<file path="src/logic/button_readout_map.svh">
`ifndef BUTTON_READOUT_MAP_SVH
`define BUTTON_READOUT_MAP_SVH

// ==========================================================
// Register offsets (byte addresses on the register port)
`define ADDR_DEVICE_CONDITION 8'h00
`define ADDR_BUTTON_FLAGS     8'h01
`define ADDR_CHAN0_RES_LOW    8'h02
`define ADDR_CHAN3_RES_HIGH   8'h09
`define ADDR_CONFIG_CTRL      8'h0A
`define ADDR_CHANNEL_ENABLES  8'h0C
`define ADDR_CHAN0_SENS       8'h0E
`define ADDR_CHAN1_SENS       8'h10
`define ADDR_IRQ_POL_MODE     8'h11
`define ADDR_CHAN2_SENS       8'h12
`define ADDR_CHAN3_SENS       8'h14
`define ADDR_PIN_SIGN_POL     8'h1C
`define ADDR_RAW_FIRST        8'h20
`define ADDR_RAW_LAST         8'h2B
`define ADDR_PRESS_THRESHOLD  8'h30
`define ADDR_TRACK_SHIFT      8'h31

// ==========================================================
// Field positions
`define BIT_CONFIG_MODE       0
`define BIT_ALG_MODE          0
`define BIT_IRQ_ACTIVE_HIGH   1
`define BIT_ST_ERROR          0
`define BIT_ST_RDY_TO_WRITE   1
`define BIT_ST_IRQ_PENDING    2
`define BIT_ST_DATA_READY     3
`define BIT_OUT_DATA_READY    7

// ==========================================================
// Reset values
`define RST_CONFIG_CTRL       8'h00
`define RST_CHANNEL_ENABLES   8'h01
`define RST_IRQ_POL_MODE      8'h01
`define RST_PIN_SIGN_POL      8'h00
`define RST_SENSITIVITY       6'h00
`define RST_PRESS_THRESHOLD   8'h40
`define RST_TRACK_SHIFT       8'h86

// ==========================================================
// Timing
`define CLK_PERIOD_NS         25
`define SCAN_PERIOD_NS        12500000
`define SCAN_PERIOD_CYC       (`SCAN_PERIOD_NS / `CLK_PERIOD_NS)

`endif

</file>
<file path="src/logic/button_readout_pkg.sv">
package button_readout_pkg;

  // ==========================================================
  // Scan sequencer states
  typedef enum logic [2:0]
  {
    S_CFG  = 3'b001,
    S_IDLE = 3'b010,
    S_WAIT = 3'b100
  } seq_state_t;

  // ==========================================================
  // Whole block state
  typedef struct packed
  {
    seq_state_t        st;
    logic [2:0]        pwr_sync;
    logic              pwr_lvl;
    logic [23:0]       tick;
    logic [1:0]        chan;
    logic              conv_start;
    logic              conv_lp;
    logic [7:0]        cfg_ctrl;
    logic [7:0]        en;
    logic [7:0]        irq_polarity_and_mode;
    logic [7:0]        pol;
    logic [7:0]        thresh;
    logic [7:0]        track;
    logic [3:0][5:0]   gain;
    logic [3:0][23:0]  raw;
    logic [3:0][23:0]  raw_lk;
    logic [3:0][23:0]  base;
    logic [3:0]        base_ok;
    logic [3:0][11:0]  level;
    logic [3:0][11:0]  data;
    logic [3:0][11:0]  data_lk;
    logic [3:0]        btn;
    logic [7:0]        out_lk;
    logic              drdy;
    logic              err;
    logic              irq_pend;
    logic              irq_oe;
    logic [3:0]        pin;
    logic [7:0]        rdata;
  } readout_state_t;

endpackage

</file>
<file path="src/logic/inductive_button_readout.sv">
`timescale 1ns/100ps
`include "button_readout_map.svh"

// Operation
// Algorithm-mode bit clear selects raw access, set selects button algorithm.
// Raw access publishes converter results untouched by tracking or thresholds.
// Button mode processes, thresholds, stores data separately, drives button pins.
// Each channel has its own enable and low-power enable bit.
// Low-power enable counts only when the channel's enable is set.
// One active channel is sampled once per scan period.
// Several active channels are sampled in order within each scan period.
// Data-ready flag in the result flags register marks a new result.
// In raw access the interrupt pin also signals new data.
// Raw result is 24 bits spread over three byte registers.
// Sensor frequency equals 30 times window times reference clock over raw.
// One push-pull button pin per channel, polarity programmable.
// Button presses and errors are reported on the open-drain interrupt pin.
// Interrupt pin active level is selectable.
// Reading the condition register clears a pending interrupt.
// Result flags register holds four button-detected bits.
// Button data is 12-bit two's complement, press positive, sign selectable.
// Each channel has its own sensitivity register at its own address.
// Sensitivity selects 64 levels from 1 to about 232, nine percent steps.
// Baseline tracking has separate settings for normal and low power.
// Tracking always runs in button mode and never in raw access; the code freezes it while a channel shows a press.
// Opposite responses on a neighbour suppress a false press.
// Host reads the condition register first to lock the results.
// Configuration bit halts conversion until cleared.
// Flags and data update as each channel conversion completes.
module inductive_button_readout
#(
  parameter int unsigned SCAN_CYC = `SCAN_PERIOD_CYC
)
(
  // Clock and reset
  input  wire logic        i_ref_clk,
  input  wire logic        i_sys_rst,
  // Register port
  input  wire logic        i_reg_wr,
  input  wire logic        i_reg_rd,
  input  wire logic [7:0]  i_reg_addr,
  input  wire logic [7:0]  i_reg_wdata,
  output logic      [7:0]  o_reg_rdata,
  // Converter front end
  output logic             o_conv_start,
  output logic      [1:0]  o_conv_chan,
  output logic             o_conv_lowpower,
  input  wire logic        i_conv_done,
  input  wire logic [23:0] i_conv_raw,
  input  wire logic        i_conv_error,
  // Pins
  input  wire logic        i_power_level_pin,
  output logic             o_irq_pin_o,
  output logic             o_irq_pin_oe,
  output logic      [3:0]  o_button_pin
);
  import button_readout_pkg::*;

  readout_state_t s_q;
  readout_state_t s_d;

  // ==========================================================
  // Helpers
  // Lowest active channel at or above a starting index; bit 2 set means none
  function automatic logic [2:0] next_chan(input logic [3:0] act, input logic [2:0] from);
    logic [2:0] r;
    r = 3'b100;
    for (int i = 3; i >= 0; i--)
    begin
      if (act[i] && (3'(i) >= from))
      begin
        r = {1'b0, 2'(i)};
      end
    end
    return r;
  endfunction

  // Exponential gain: mantissa 8..15 shifted by code/8, over 8, about 9% a step.
  // The plain formula would end at 240 for code 63, so the top code is pinned
  // to 232; the table stays monotonic because code 62 gives 224.
  function automatic logic signed [11:0] apply_gain(input logic signed [24:0] d,
                                                   input logic [5:0] g);
    logic signed [39:0] p;
    logic [10:0]        fac;
    fac = 11'({2'b01, g[2:0]}) << g[5:3];
    // Factor in eighths, so 1856 is a gain of 232
    if (g == 6'h3F)
    begin
      fac = 11'h740;
    end
    p = 40'(d) * 40'($signed({1'b0, fac}));
    p = p >>> 3;
    if (p > 40'sd2047)
    begin
      return 12'h7FF;
    end
    else if (p < -40'sd2048)
    begin
      return 12'h800;
    end
    return p[11:0];
  endfunction

  // ==========================================================
  // Next-state logic
  always_comb
  begin
    logic [3:0]         act;
    logic [2:0]         nx;
    logic               alg;
    logic               hit_press;
    logic               hit_err;
    logic               new_data;
    logic [3:0]         sh;
    logic signed [24:0] dlt;
    logic signed [24:0] step;
    logic signed [11:0] lvl;
    logic signed [11:0] nb;
    logic               press;
    logic [1:0]         c;
    logic [3:0]         ri;
    act       = 4'h0;
    nx        = 3'b100;
    alg       = 1'b0;
    hit_press = 1'b0;
    hit_err   = 1'b0;
    new_data  = 1'b0;
    sh        = 4'h0;
    dlt       = '0;
    step      = '0;
    lvl       = '0;
    nb        = '0;
    press     = 1'b0;
    c         = 2'd0;
    ri        = 4'h0;

    s_d            = s_q;
    s_d.conv_start = 1'b0;

    // Power-level pin: three stages, accepted once the last two agree
    s_d.pwr_sync = {s_q.pwr_sync[1:0], i_power_level_pin};
    if (s_q.pwr_sync[1] == s_q.pwr_sync[2])
    begin
      s_d.pwr_lvl = s_q.pwr_sync[2];
    end

    alg = s_q.irq_polarity_and_mode[`BIT_ALG_MODE];
    // Low power keeps only channels with both bits set
    act = s_q.pwr_lvl ? s_q.en[3:0] : (s_q.en[3:0] & s_q.en[7:4]);

    // Scan-period counter runs outside configuration
    s_d.tick = (s_q.tick == 24'(SCAN_CYC - 1)) ? 24'h0 : s_q.tick + 24'h1;

    // Sequencer
    unique case (s_q.st)
      S_CFG:
      begin
        s_d.tick = 24'h0;
        if (!s_q.cfg_ctrl[`BIT_CONFIG_MODE])
        begin
          s_d.st = S_IDLE;
        end
      end
      S_IDLE:
      begin
        nx = next_chan(act, 3'd0);
        if (s_q.cfg_ctrl[`BIT_CONFIG_MODE])
        begin
          s_d.st = S_CFG;
        end
        else if ((s_q.tick == 24'h0) && !nx[2])
        begin
          // One channel or many, each scan walks the active set in order
          s_d.chan       = nx[1:0];
          s_d.conv_start = 1'b1;
          s_d.st         = S_WAIT;
        end
      end
      S_WAIT:
      begin
        if (s_q.cfg_ctrl[`BIT_CONFIG_MODE])
        begin
          s_d.st = S_CFG;
        end
        else if (i_conv_done)
        begin
          c         = s_q.chan;
          new_data  = 1'b1;
          hit_err   = i_conv_error;
          // Raw result kept as read; frequency = 30*W*fref/raw
          s_d.raw[c] = i_conv_raw;
          if (alg)
          begin
            // Separate tracking speed for normal and low power
            sh  = s_q.pwr_lvl ? s_q.track[3:0] : s_q.track[7:4];
            dlt = $signed({1'b0, s_q.base[c]}) - $signed({1'b0, i_conv_raw});
            // A lower count means a higher frequency, i.e. a press
            lvl = apply_gain(dlt, s_q.gain[c]);
            nb  = s_q.level[c ^ 2'd1];
            // Neighbour swinging the other way hints at crosstalk
            press = (lvl >= $signed({4'h0, s_q.thresh}))
                    && !(nb <= -$signed({4'h0, s_q.thresh}));
            if (!s_q.base_ok[c])
            begin
              s_d.base[c]    = i_conv_raw;
              s_d.base_ok[c] = 1'b1;
              lvl            = 12'sh000;
              press          = 1'b0;
            end
            else if (!press)
            begin
              // Tracking frozen during a press so it is not absorbed
              step        = (-dlt) >>> sh;
              s_d.base[c] = 24'($signed({1'b0, s_q.base[c]}) + step);
            end
            s_d.level[c] = lvl;
            s_d.data[c]  = s_q.pol[4 + c] ? -lvl : lvl;
            s_d.btn[c]   = press;
            hit_press    = press && !s_q.btn[c];
          end
          else
          begin
            s_d.btn     = 4'h0;
            s_d.base_ok = 4'h0;
          end
          nx = next_chan(act, 3'(s_q.chan) + 3'd1);
          if (!nx[2])
          begin
            s_d.chan       = nx[1:0];
            s_d.conv_start = 1'b1;
          end
          else
          begin
            s_d.st = S_IDLE;
          end
        end
      end
      default:
      begin
        s_d.st = S_CFG;
      end
    endcase
    // Front end follows the filtered pin level, never the raw pin
    s_d.conv_lp = !s_q.pwr_lvl;

    // Register reads: registered answer, clear-on-read effects with set winning
    s_d.rdata = 8'h00;
    if (i_reg_rd)
    begin
      if (i_reg_addr == `ADDR_DEVICE_CONDITION)
      begin
        s_d.rdata[`BIT_ST_ERROR]        = s_q.err;
        s_d.rdata[`BIT_ST_RDY_TO_WRITE] = (s_q.st == S_CFG);
        s_d.rdata[`BIT_ST_IRQ_PENDING]  = s_q.irq_pend;
        s_d.rdata[`BIT_ST_DATA_READY]   = s_q.drdy;
        s_d.irq_pend                    = 1'b0;
        s_d.err                         = 1'b0;
        // Snapshot so later reads see one consistent sample set
        s_d.out_lk  = {s_q.drdy, 3'b000, s_q.btn};
        s_d.data_lk = s_q.data;
        s_d.raw_lk  = s_q.raw;
      end
      else if (i_reg_addr == `ADDR_BUTTON_FLAGS)
      begin
        s_d.rdata = s_q.out_lk;
        s_d.drdy  = 1'b0;
      end
      else if ((i_reg_addr >= `ADDR_CHAN0_RES_LOW) && (i_reg_addr <= `ADDR_CHAN3_RES_HIGH))
      begin
        ri = 4'(i_reg_addr - `ADDR_CHAN0_RES_LOW);
        s_d.rdata = ri[0] ? {4'h0, s_q.data_lk[ri[2:1]][11:8]}
                          : s_q.data_lk[ri[2:1]][7:0];
      end
      else if ((i_reg_addr >= `ADDR_RAW_FIRST) && (i_reg_addr <= `ADDR_RAW_LAST))
      begin
        ri = 4'(i_reg_addr - `ADDR_RAW_FIRST);
        // Three bytes per channel, low byte first
        unique case (ri % 4'd3)
          4'd0:    s_d.rdata = s_q.raw_lk[ri / 4'd3][7:0];
          4'd1:    s_d.rdata = s_q.raw_lk[ri / 4'd3][15:8];
          default: s_d.rdata = s_q.raw_lk[ri / 4'd3][23:16];
        endcase
      end
      else
      begin
        unique case (i_reg_addr)
          `ADDR_CONFIG_CTRL:     s_d.rdata = s_q.cfg_ctrl;
          `ADDR_CHANNEL_ENABLES: s_d.rdata = s_q.en;
          `ADDR_CHAN0_SENS:      s_d.rdata = {2'b00, s_q.gain[0]};
          `ADDR_CHAN1_SENS:      s_d.rdata = {2'b00, s_q.gain[1]};
          `ADDR_CHAN2_SENS:      s_d.rdata = {2'b00, s_q.gain[2]};
          `ADDR_CHAN3_SENS:      s_d.rdata = {2'b00, s_q.gain[3]};
          `ADDR_IRQ_POL_MODE:    s_d.rdata = s_q.irq_polarity_and_mode;
          `ADDR_PIN_SIGN_POL:    s_d.rdata = s_q.pol;
          `ADDR_PRESS_THRESHOLD: s_d.rdata = s_q.thresh;
          `ADDR_TRACK_SHIFT:     s_d.rdata = s_q.track;
          default:               s_d.rdata = 8'h00;
        endcase
      end
    end

    // Register writes
    if (i_reg_wr)
    begin
      unique case (i_reg_addr)
        `ADDR_CONFIG_CTRL:     s_d.cfg_ctrl = i_reg_wdata;
        `ADDR_CHANNEL_ENABLES: s_d.en       = i_reg_wdata;
        `ADDR_CHAN0_SENS:      s_d.gain[0]  = i_reg_wdata[5:0];
        `ADDR_CHAN1_SENS:      s_d.gain[1]  = i_reg_wdata[5:0];
        `ADDR_CHAN2_SENS:      s_d.gain[2]  = i_reg_wdata[5:0];
        `ADDR_CHAN3_SENS:      s_d.gain[3]  = i_reg_wdata[5:0];
        `ADDR_IRQ_POL_MODE:    s_d.irq_polarity_and_mode   = i_reg_wdata;
        `ADDR_PIN_SIGN_POL:    s_d.pol      = i_reg_wdata;
        `ADDR_PRESS_THRESHOLD: s_d.thresh   = i_reg_wdata;
        `ADDR_TRACK_SHIFT:     s_d.track    = i_reg_wdata;
        default:               s_d.thresh   = s_q.thresh;
      endcase
    end

    // Event flags: a set in the same cycle as a read-clear wins
    if (new_data)
    begin
      s_d.drdy = 1'b1;
    end
    if (hit_err)
    begin
      s_d.err = 1'b1;
    end
    if (hit_err || hit_press || (new_data && !alg))
    begin
      s_d.irq_pend = 1'b1;
    end

    // Open-drain pin only pulls low: active-low pulls when pending, active-high when idle
    s_d.irq_oe = s_d.irq_pend ^ s_q.irq_polarity_and_mode[`BIT_IRQ_ACTIVE_HIGH];
    // Button pins follow detections, inverted per channel on request
    s_d.pin = s_d.btn ^ s_q.pol[3:0];
  end

  // ==========================================================
  // State register
  always_ff @(posedge i_ref_clk or posedge i_sys_rst)
  begin
    if (i_sys_rst)
    begin
      s_q          <= '0;
      s_q.st       <= S_CFG;
      s_q.cfg_ctrl <= `RST_CONFIG_CTRL;
      s_q.en       <= `RST_CHANNEL_ENABLES;
      s_q.irq_polarity_and_mode   <= `RST_IRQ_POL_MODE;
      s_q.pol      <= `RST_PIN_SIGN_POL;
      s_q.thresh   <= `RST_PRESS_THRESHOLD;
      s_q.track    <= `RST_TRACK_SHIFT;
      s_q.pwr_lvl  <= 1'b1;
      s_q.pwr_sync <= 3'h7;                 // Idle-high level, no false low-power window
    end
    else
    begin
      s_q <= s_d;
    end
  end

  // ==========================================================
  // Outputs, all from flops except the tied-low interrupt data side
  assign o_reg_rdata     = s_q.rdata;
  assign o_conv_start    = s_q.conv_start;
  assign o_conv_chan     = s_q.chan;
  assign o_conv_lowpower = s_q.conv_lp;
  // Open drain: the data side is tied low and only the enable moves
  assign o_irq_pin_o     = 1'b0;
  assign o_irq_pin_oe    = s_q.irq_oe;
  assign o_button_pin    = s_q.pin;

endmodule

</file>
<file path="config.mk">
export PLATFORM = sky130hd
export DESIGN_NAME = inductive_button_readout
export DESIGN_NICKNAME = d
export VERILOG_FILES = /design/src/logic/button_readout_pkg.sv /design/src/logic/inductive_button_readout.sv
export VERILOG_INCLUDE_DIRS = /design/src /design/src/logic
export SDC_FILE = /design/constraint.sdc
export NUM_CORES = 2
export LEC_CHECK = 0
export BUFFER_PORTS_ARGS = -buffer_cell sky130_fd_sc_hd__buf_2
export CAP_MARGIN = 10
export CORE_MARGIN = 2
export CORE_UTILIZATION = 59
export CTS_BUF_LIST = sky130_fd_sc_hd__clkbuf_8
export CTS_CLUSTER_DIAMETER = 120
export DETAILED_ROUTE_END_ITERATION = 8
export PLACE_DENSITY = 0.75
export SLEW_MARGIN = 20
export SYNTH_ARGS = -nofsm -noshare
export SYNTH_HDL_FRONTEND = slang
export SYNTH_SLANG_ARGS = --single-unit
</file>
<file path="constraint.sdc">
create_clock -name i_ref_clk -period 31.2 [get_ports i_ref_clk]
set_input_delay 3.12 -clock i_ref_clk [delete_from_list [all_inputs] [get_ports i_ref_clk]]
set_output_delay 3.12 -clock i_ref_clk [all_outputs]
set_load 0.01 [all_outputs]
</file>
==> flow_summary.json <==
{
  "initial_standard_cell_utilization_of_the_core": 0.5941,
  "grt_antenna_before_repair": 3,
  "timing.max_cap.violations": 0,
  "ys_async_sr_fraction": 1.000,
  "post_cts_setup_buffers": 0,
  "ff2ff_path_depth": 45,
  "final_report_max_slew_violation_count": 0,
  "most_common_cell_on_crit_path": "fa_1",
  "final_hold_viol_count": 0,
  "synth_edf_count": 0,
  "gp_congestion": 0.9582,
  "synthesis.area_sq_mm": 0.04060,
  "synth.distinct_cells": 99,
  "cts.sinks": 564,
  "vias": 32740,
  "critical-path-slowest-cell": "xor2_1",
  "layout.core_utilization": 0.6355,
  "crit_end_element": "flop",
  "fin_skew_ns": 0.05052,
  "synth.area.mux_share": 0.09568,
  "launch_instance_of_the_worst_min_delay_path": "s_d[566]$_DFF_PP1_",
  "tritoncts.num_buffers": 92,
  "power.ir.vdd_worst_mv": 0.1338,
  "slew_headroom": 0.2496,
  "top_library_cells_by_usage_in_the_layout_fill_and_taps_aside": "986 x nand2_1, 551 x dfrtp_1, 430 x inv_1",
  "cts-resized-gates": 0,
  "largest_family_of_logic_cells_by_synthesized_area": "simple AND/OR/NAND/NOR gates",
  "nets": 4891,
  "worst_r2r_endpoint": "s_q[237]$_DFFE_PP0P_",
  "drt-total-wl_microns": 108500,
  "fin_tns_setup_ns": 0,
  "synth-xor-area-share": 0.02521,
  "compound_gate_fraction_of_synth_area": 0.1253,
  "avgViaCountPerCell": 6.061,
  "detailedRoute.firstPassIterationCount": 8,
  "synth_ff_type": "dfrtp_1",
  "die_area_sq_mm": 0.07093,
  "final_common_cell": "nand2_1",
  "die_width_microns": 266.3,
  "syn_avg_cell_area_sq_um": 9.049,
  "floorplan.die.height_microns": 266.3,
  "timing.rr.start": "o_conv_chan[1]$_DFFE_PP0P_",
  "syn_nets": 4934,
  "synthesized_area_fraction_occupied_by_adder_cells": 0.1686,
  "holdCritPathClass": "flop to flop",
  "synthDominantAreaCellType": "dfrtp_1",
  "clock_tree.root_cell": "clkbuf_8",
  "grt_remaining_overflow": 0,
  "drive_above_1_share": 0.1238,
  "final-setup-viol-count": 0,
  "synth_simple_gate_area_share": 0.1740,
  "critical_path.startpoint_type": "primary input",
  "quantity_of_i_o_buffers_inserted_on_ports": 63,
  "dr.first_iter.drc_count": 3448,
  "fmax_ghz": 0.06916,
  "ff2ff_setup_slack_ns": 17.82,
  "rsz0062_at_grt": "no",
  "p_leak_uw": 0.02144,
  "synthCells": 4487,
  "fin_crit_sh": 0.4634,
  "htree_levels": 3,
  "clk-insertion-delay-late_ns": 0.72,
  "yosysWarningCount": 0,
  "crit_path_largest_cell_delay_ns": 0.82,
  "ioPinCount": 65,
  "final_antenna_net_count": 0,
  "synth.top_cells.by_area": "dfrtp_1 34%, fa_1 12%, nand2_1 9.1%",
  "core_area_sq_mm": 0.06835,
  "pin_slew_with_the_least_headroom_to_its_limit_ns": 1.126,
  "flow.area_growth_from_synthesis_pct": 6.970,
  "post_synthesis_register_bit_count": 564,
  "grt_pass1_vias": 31710,
  "cp.required_ns": 31.75,
  "yosysTopAreaCellShare": 0.3408,
  "worst_ep_arrival_time_ns": 15.01,
  "power_density_mw_per_mm2": 61.95,
  "hpwl_microns": 79300,
  "grt_max_degree": 116,
  "drc": 0,
  "seq_area_frac_synth": 0.3479,
  "worst_path_maximum_fanout": 42,
  "globalRouteTotalUtil": 0.3113,
  "max-clock-path-buffers": 3,
  "status": "finished clean",
  "cts.reportedPaths.clkPinSlew_ns": 0.06,
  "worstHoldEndpoint": "s_d[567]$_DFF_PP1_",
  "cts_tree": "done",
  "critical_path_class": "primary input to flop",
  "std_cell_rows": 96,
  "hold_buffers": 0,
  "worstHoldPathCells": 0,
  "grt_pass1_wl_microns": 174700,
  "layout_min_cycle_time_ns": 14.46,
  "wl_per_cell_microns": 20.08
}
[kinds of logic (layout without fill, tap and decap cells)]
| group | count (synthesis) | after routing |
|---|---|---|
| AO/OA/AOI/OAI | 806 | 806 |
| XOR/XNOR | 116 | 116 |
| adder cells (fa/ha/maj) | 401 | 401 |
| buffers and inverters | 657 | 687 |
| flip-flops | 564 | 564 |
| multiplexers | 291 | 291 |
| other | 1 | 3 |
| AND/OR/NAND/NOR | 1651 | 1651 |
[metrics by stage]
| step | std cells | setup slack, ns | hold WS (ns) | cell area, sq um | power (uW) |
|---|---|---|---|---|---|
| floorplan | 4487 | 12.32 | 0.3452 | 40600 | 1683 |
| global placement | 5232 | 16.23 | 0.3461 | 41520 | 2019 |
| detailed placement | 5232 | 16.15 | 0.3468 | 41520 | 2029 |
| CTS | 5399 | 16.87 | 0.3552 | 43410 | 2692 |
| global route | 5401 | 15.83 | 0.3643 | 43430 | 2884 |
| finish | 5401 | 16.74 | 0.3553 | 43430 | 2691 |
[synth_stat cells (7+ instances only)]
| master | count |
|---|---|
| nand2_1 | 986 |
| dfrtp_1 | 553 |
| inv_1 | 398 |
| nor2_1 | 300 |
| fa_1 | 244 |
| o21ai_0 | 242 |
| a21oi_1 | 224 |
| clkbuf_1 | 200 |
| mux2_2 | 167 |
| ha_1 | 156 |
| nand3_1 | 70 |
| mux2i_1 | 63 |
| nor3_1 | 62 |
| xnor2_1 | 62 |
| mux4_2 | 61 |
| xor2_1 | 53 |
| a211oi_1 | 39 |
| o21a_1 | 36 |
| and2_1 | 34 |
| o211ai_1 | 33 |
| and3_1 | 28 |
| a21o_1 | 27 |
| nand4_1 | 27 |
| nand2b_1 | 26 |
| nor2b_1 | 25 |
| a31oi_1 | 22 |
| buf_1 | 21 |
| buf_2 | 20 |
| nor4_1 | 19 |
| a221oi_1 | 18 |
| o31ai_1 | 18 |
| buf_4 | 17 |
| or3_1 | 14 |
| or2_2 | 12 |
| dfstp_2 | 11 |
| o21bai_1 | 11 |
| nand3b_1 | 10 |
| o22ai_1 | 10 |
| a211o_1 | 9 |
| o21ai_1 | 9 |
| a222oi_1 | 7 |
| a22oi_1 | 7 |
| nor3b_1 | 7 |
| o211a_1 | 7 |
| o221ai_1 | 7 |
[layout make-up]
cell class              instances  area [sq um]
fillers                      5619         24910
diodes                          2         5.005
repair buffers                122         765.7
clock buffers                 118          1624
multi-input cells            3266         24030
clock inverters                49         264.0
well taps                     882          1104
flip-flops and latches        564         14130
inverters                     398          1501
[state kept, by name, indices dropped and copies added (netlist names)]
name / flops
s_d: 2
o_conv_lowpower: 1
o_irq_pin_oe: 1
s_q: 545
o_conv_chan: 2
o_conv_start: 1
o_reg_rdata: 8
o_button_pin: 4
[worst max-delay path by stage]
stage	endpoint	startpoint	cells past startpoint
3_5_place_dp	s_q[237]$_DFFE_PP0P_	i_conv_raw[2]	44
2_1_floorplan	o_button_pin[0]$_DFF_PP0_	i_sys_rst	1
3_3_place_gp	s_q[237]$_DFFE_PP0P_	i_conv_raw[2]	44
6_report	s_q[237]$_DFFE_PP0P_	i_conv_raw[0]	43
5_1_grt	s_q[237]$_DFFE_PP0P_	i_conv_raw[11]	43
4_1_cts	s_q[237]$_DFFE_PP0P_	i_conv_raw[2]	44
[worst max-delay path: cells and delay by family]
family / cells / cell delay [ns]
compound gates: 14 / 3.56
xor+xnor: 1 / 0.82
fa+ha+maj: 9 / 3.94
buf+inv: 5 / 0.75
mux: 1 / 0.39
simple gates: 13 / 2.34
[per-layer routing]
metal | global-route usage | share of wire | vias up
li1 | - | - | 14980
met1 | 0.4447 | 0.43 | 16220
met2 | 0.4821 | 0.46 | 1326
met3 | 0.05591 | 0.078 | 208
met4 | 0.1046 | 0.030 | 2
met5 | 0 | 0.00011 | -
[power breakdown]
group / switching (uW) / leakage, uW / internal [uW] / total (uW)
Clock: 307 / 0.00109 / 349 / 656
Combinational: 833 / 0.0126 / 434 / 1270
Sequential: 19.7 / 0.00778 / 747 / 767
Power figures use the tool's default switching activity.
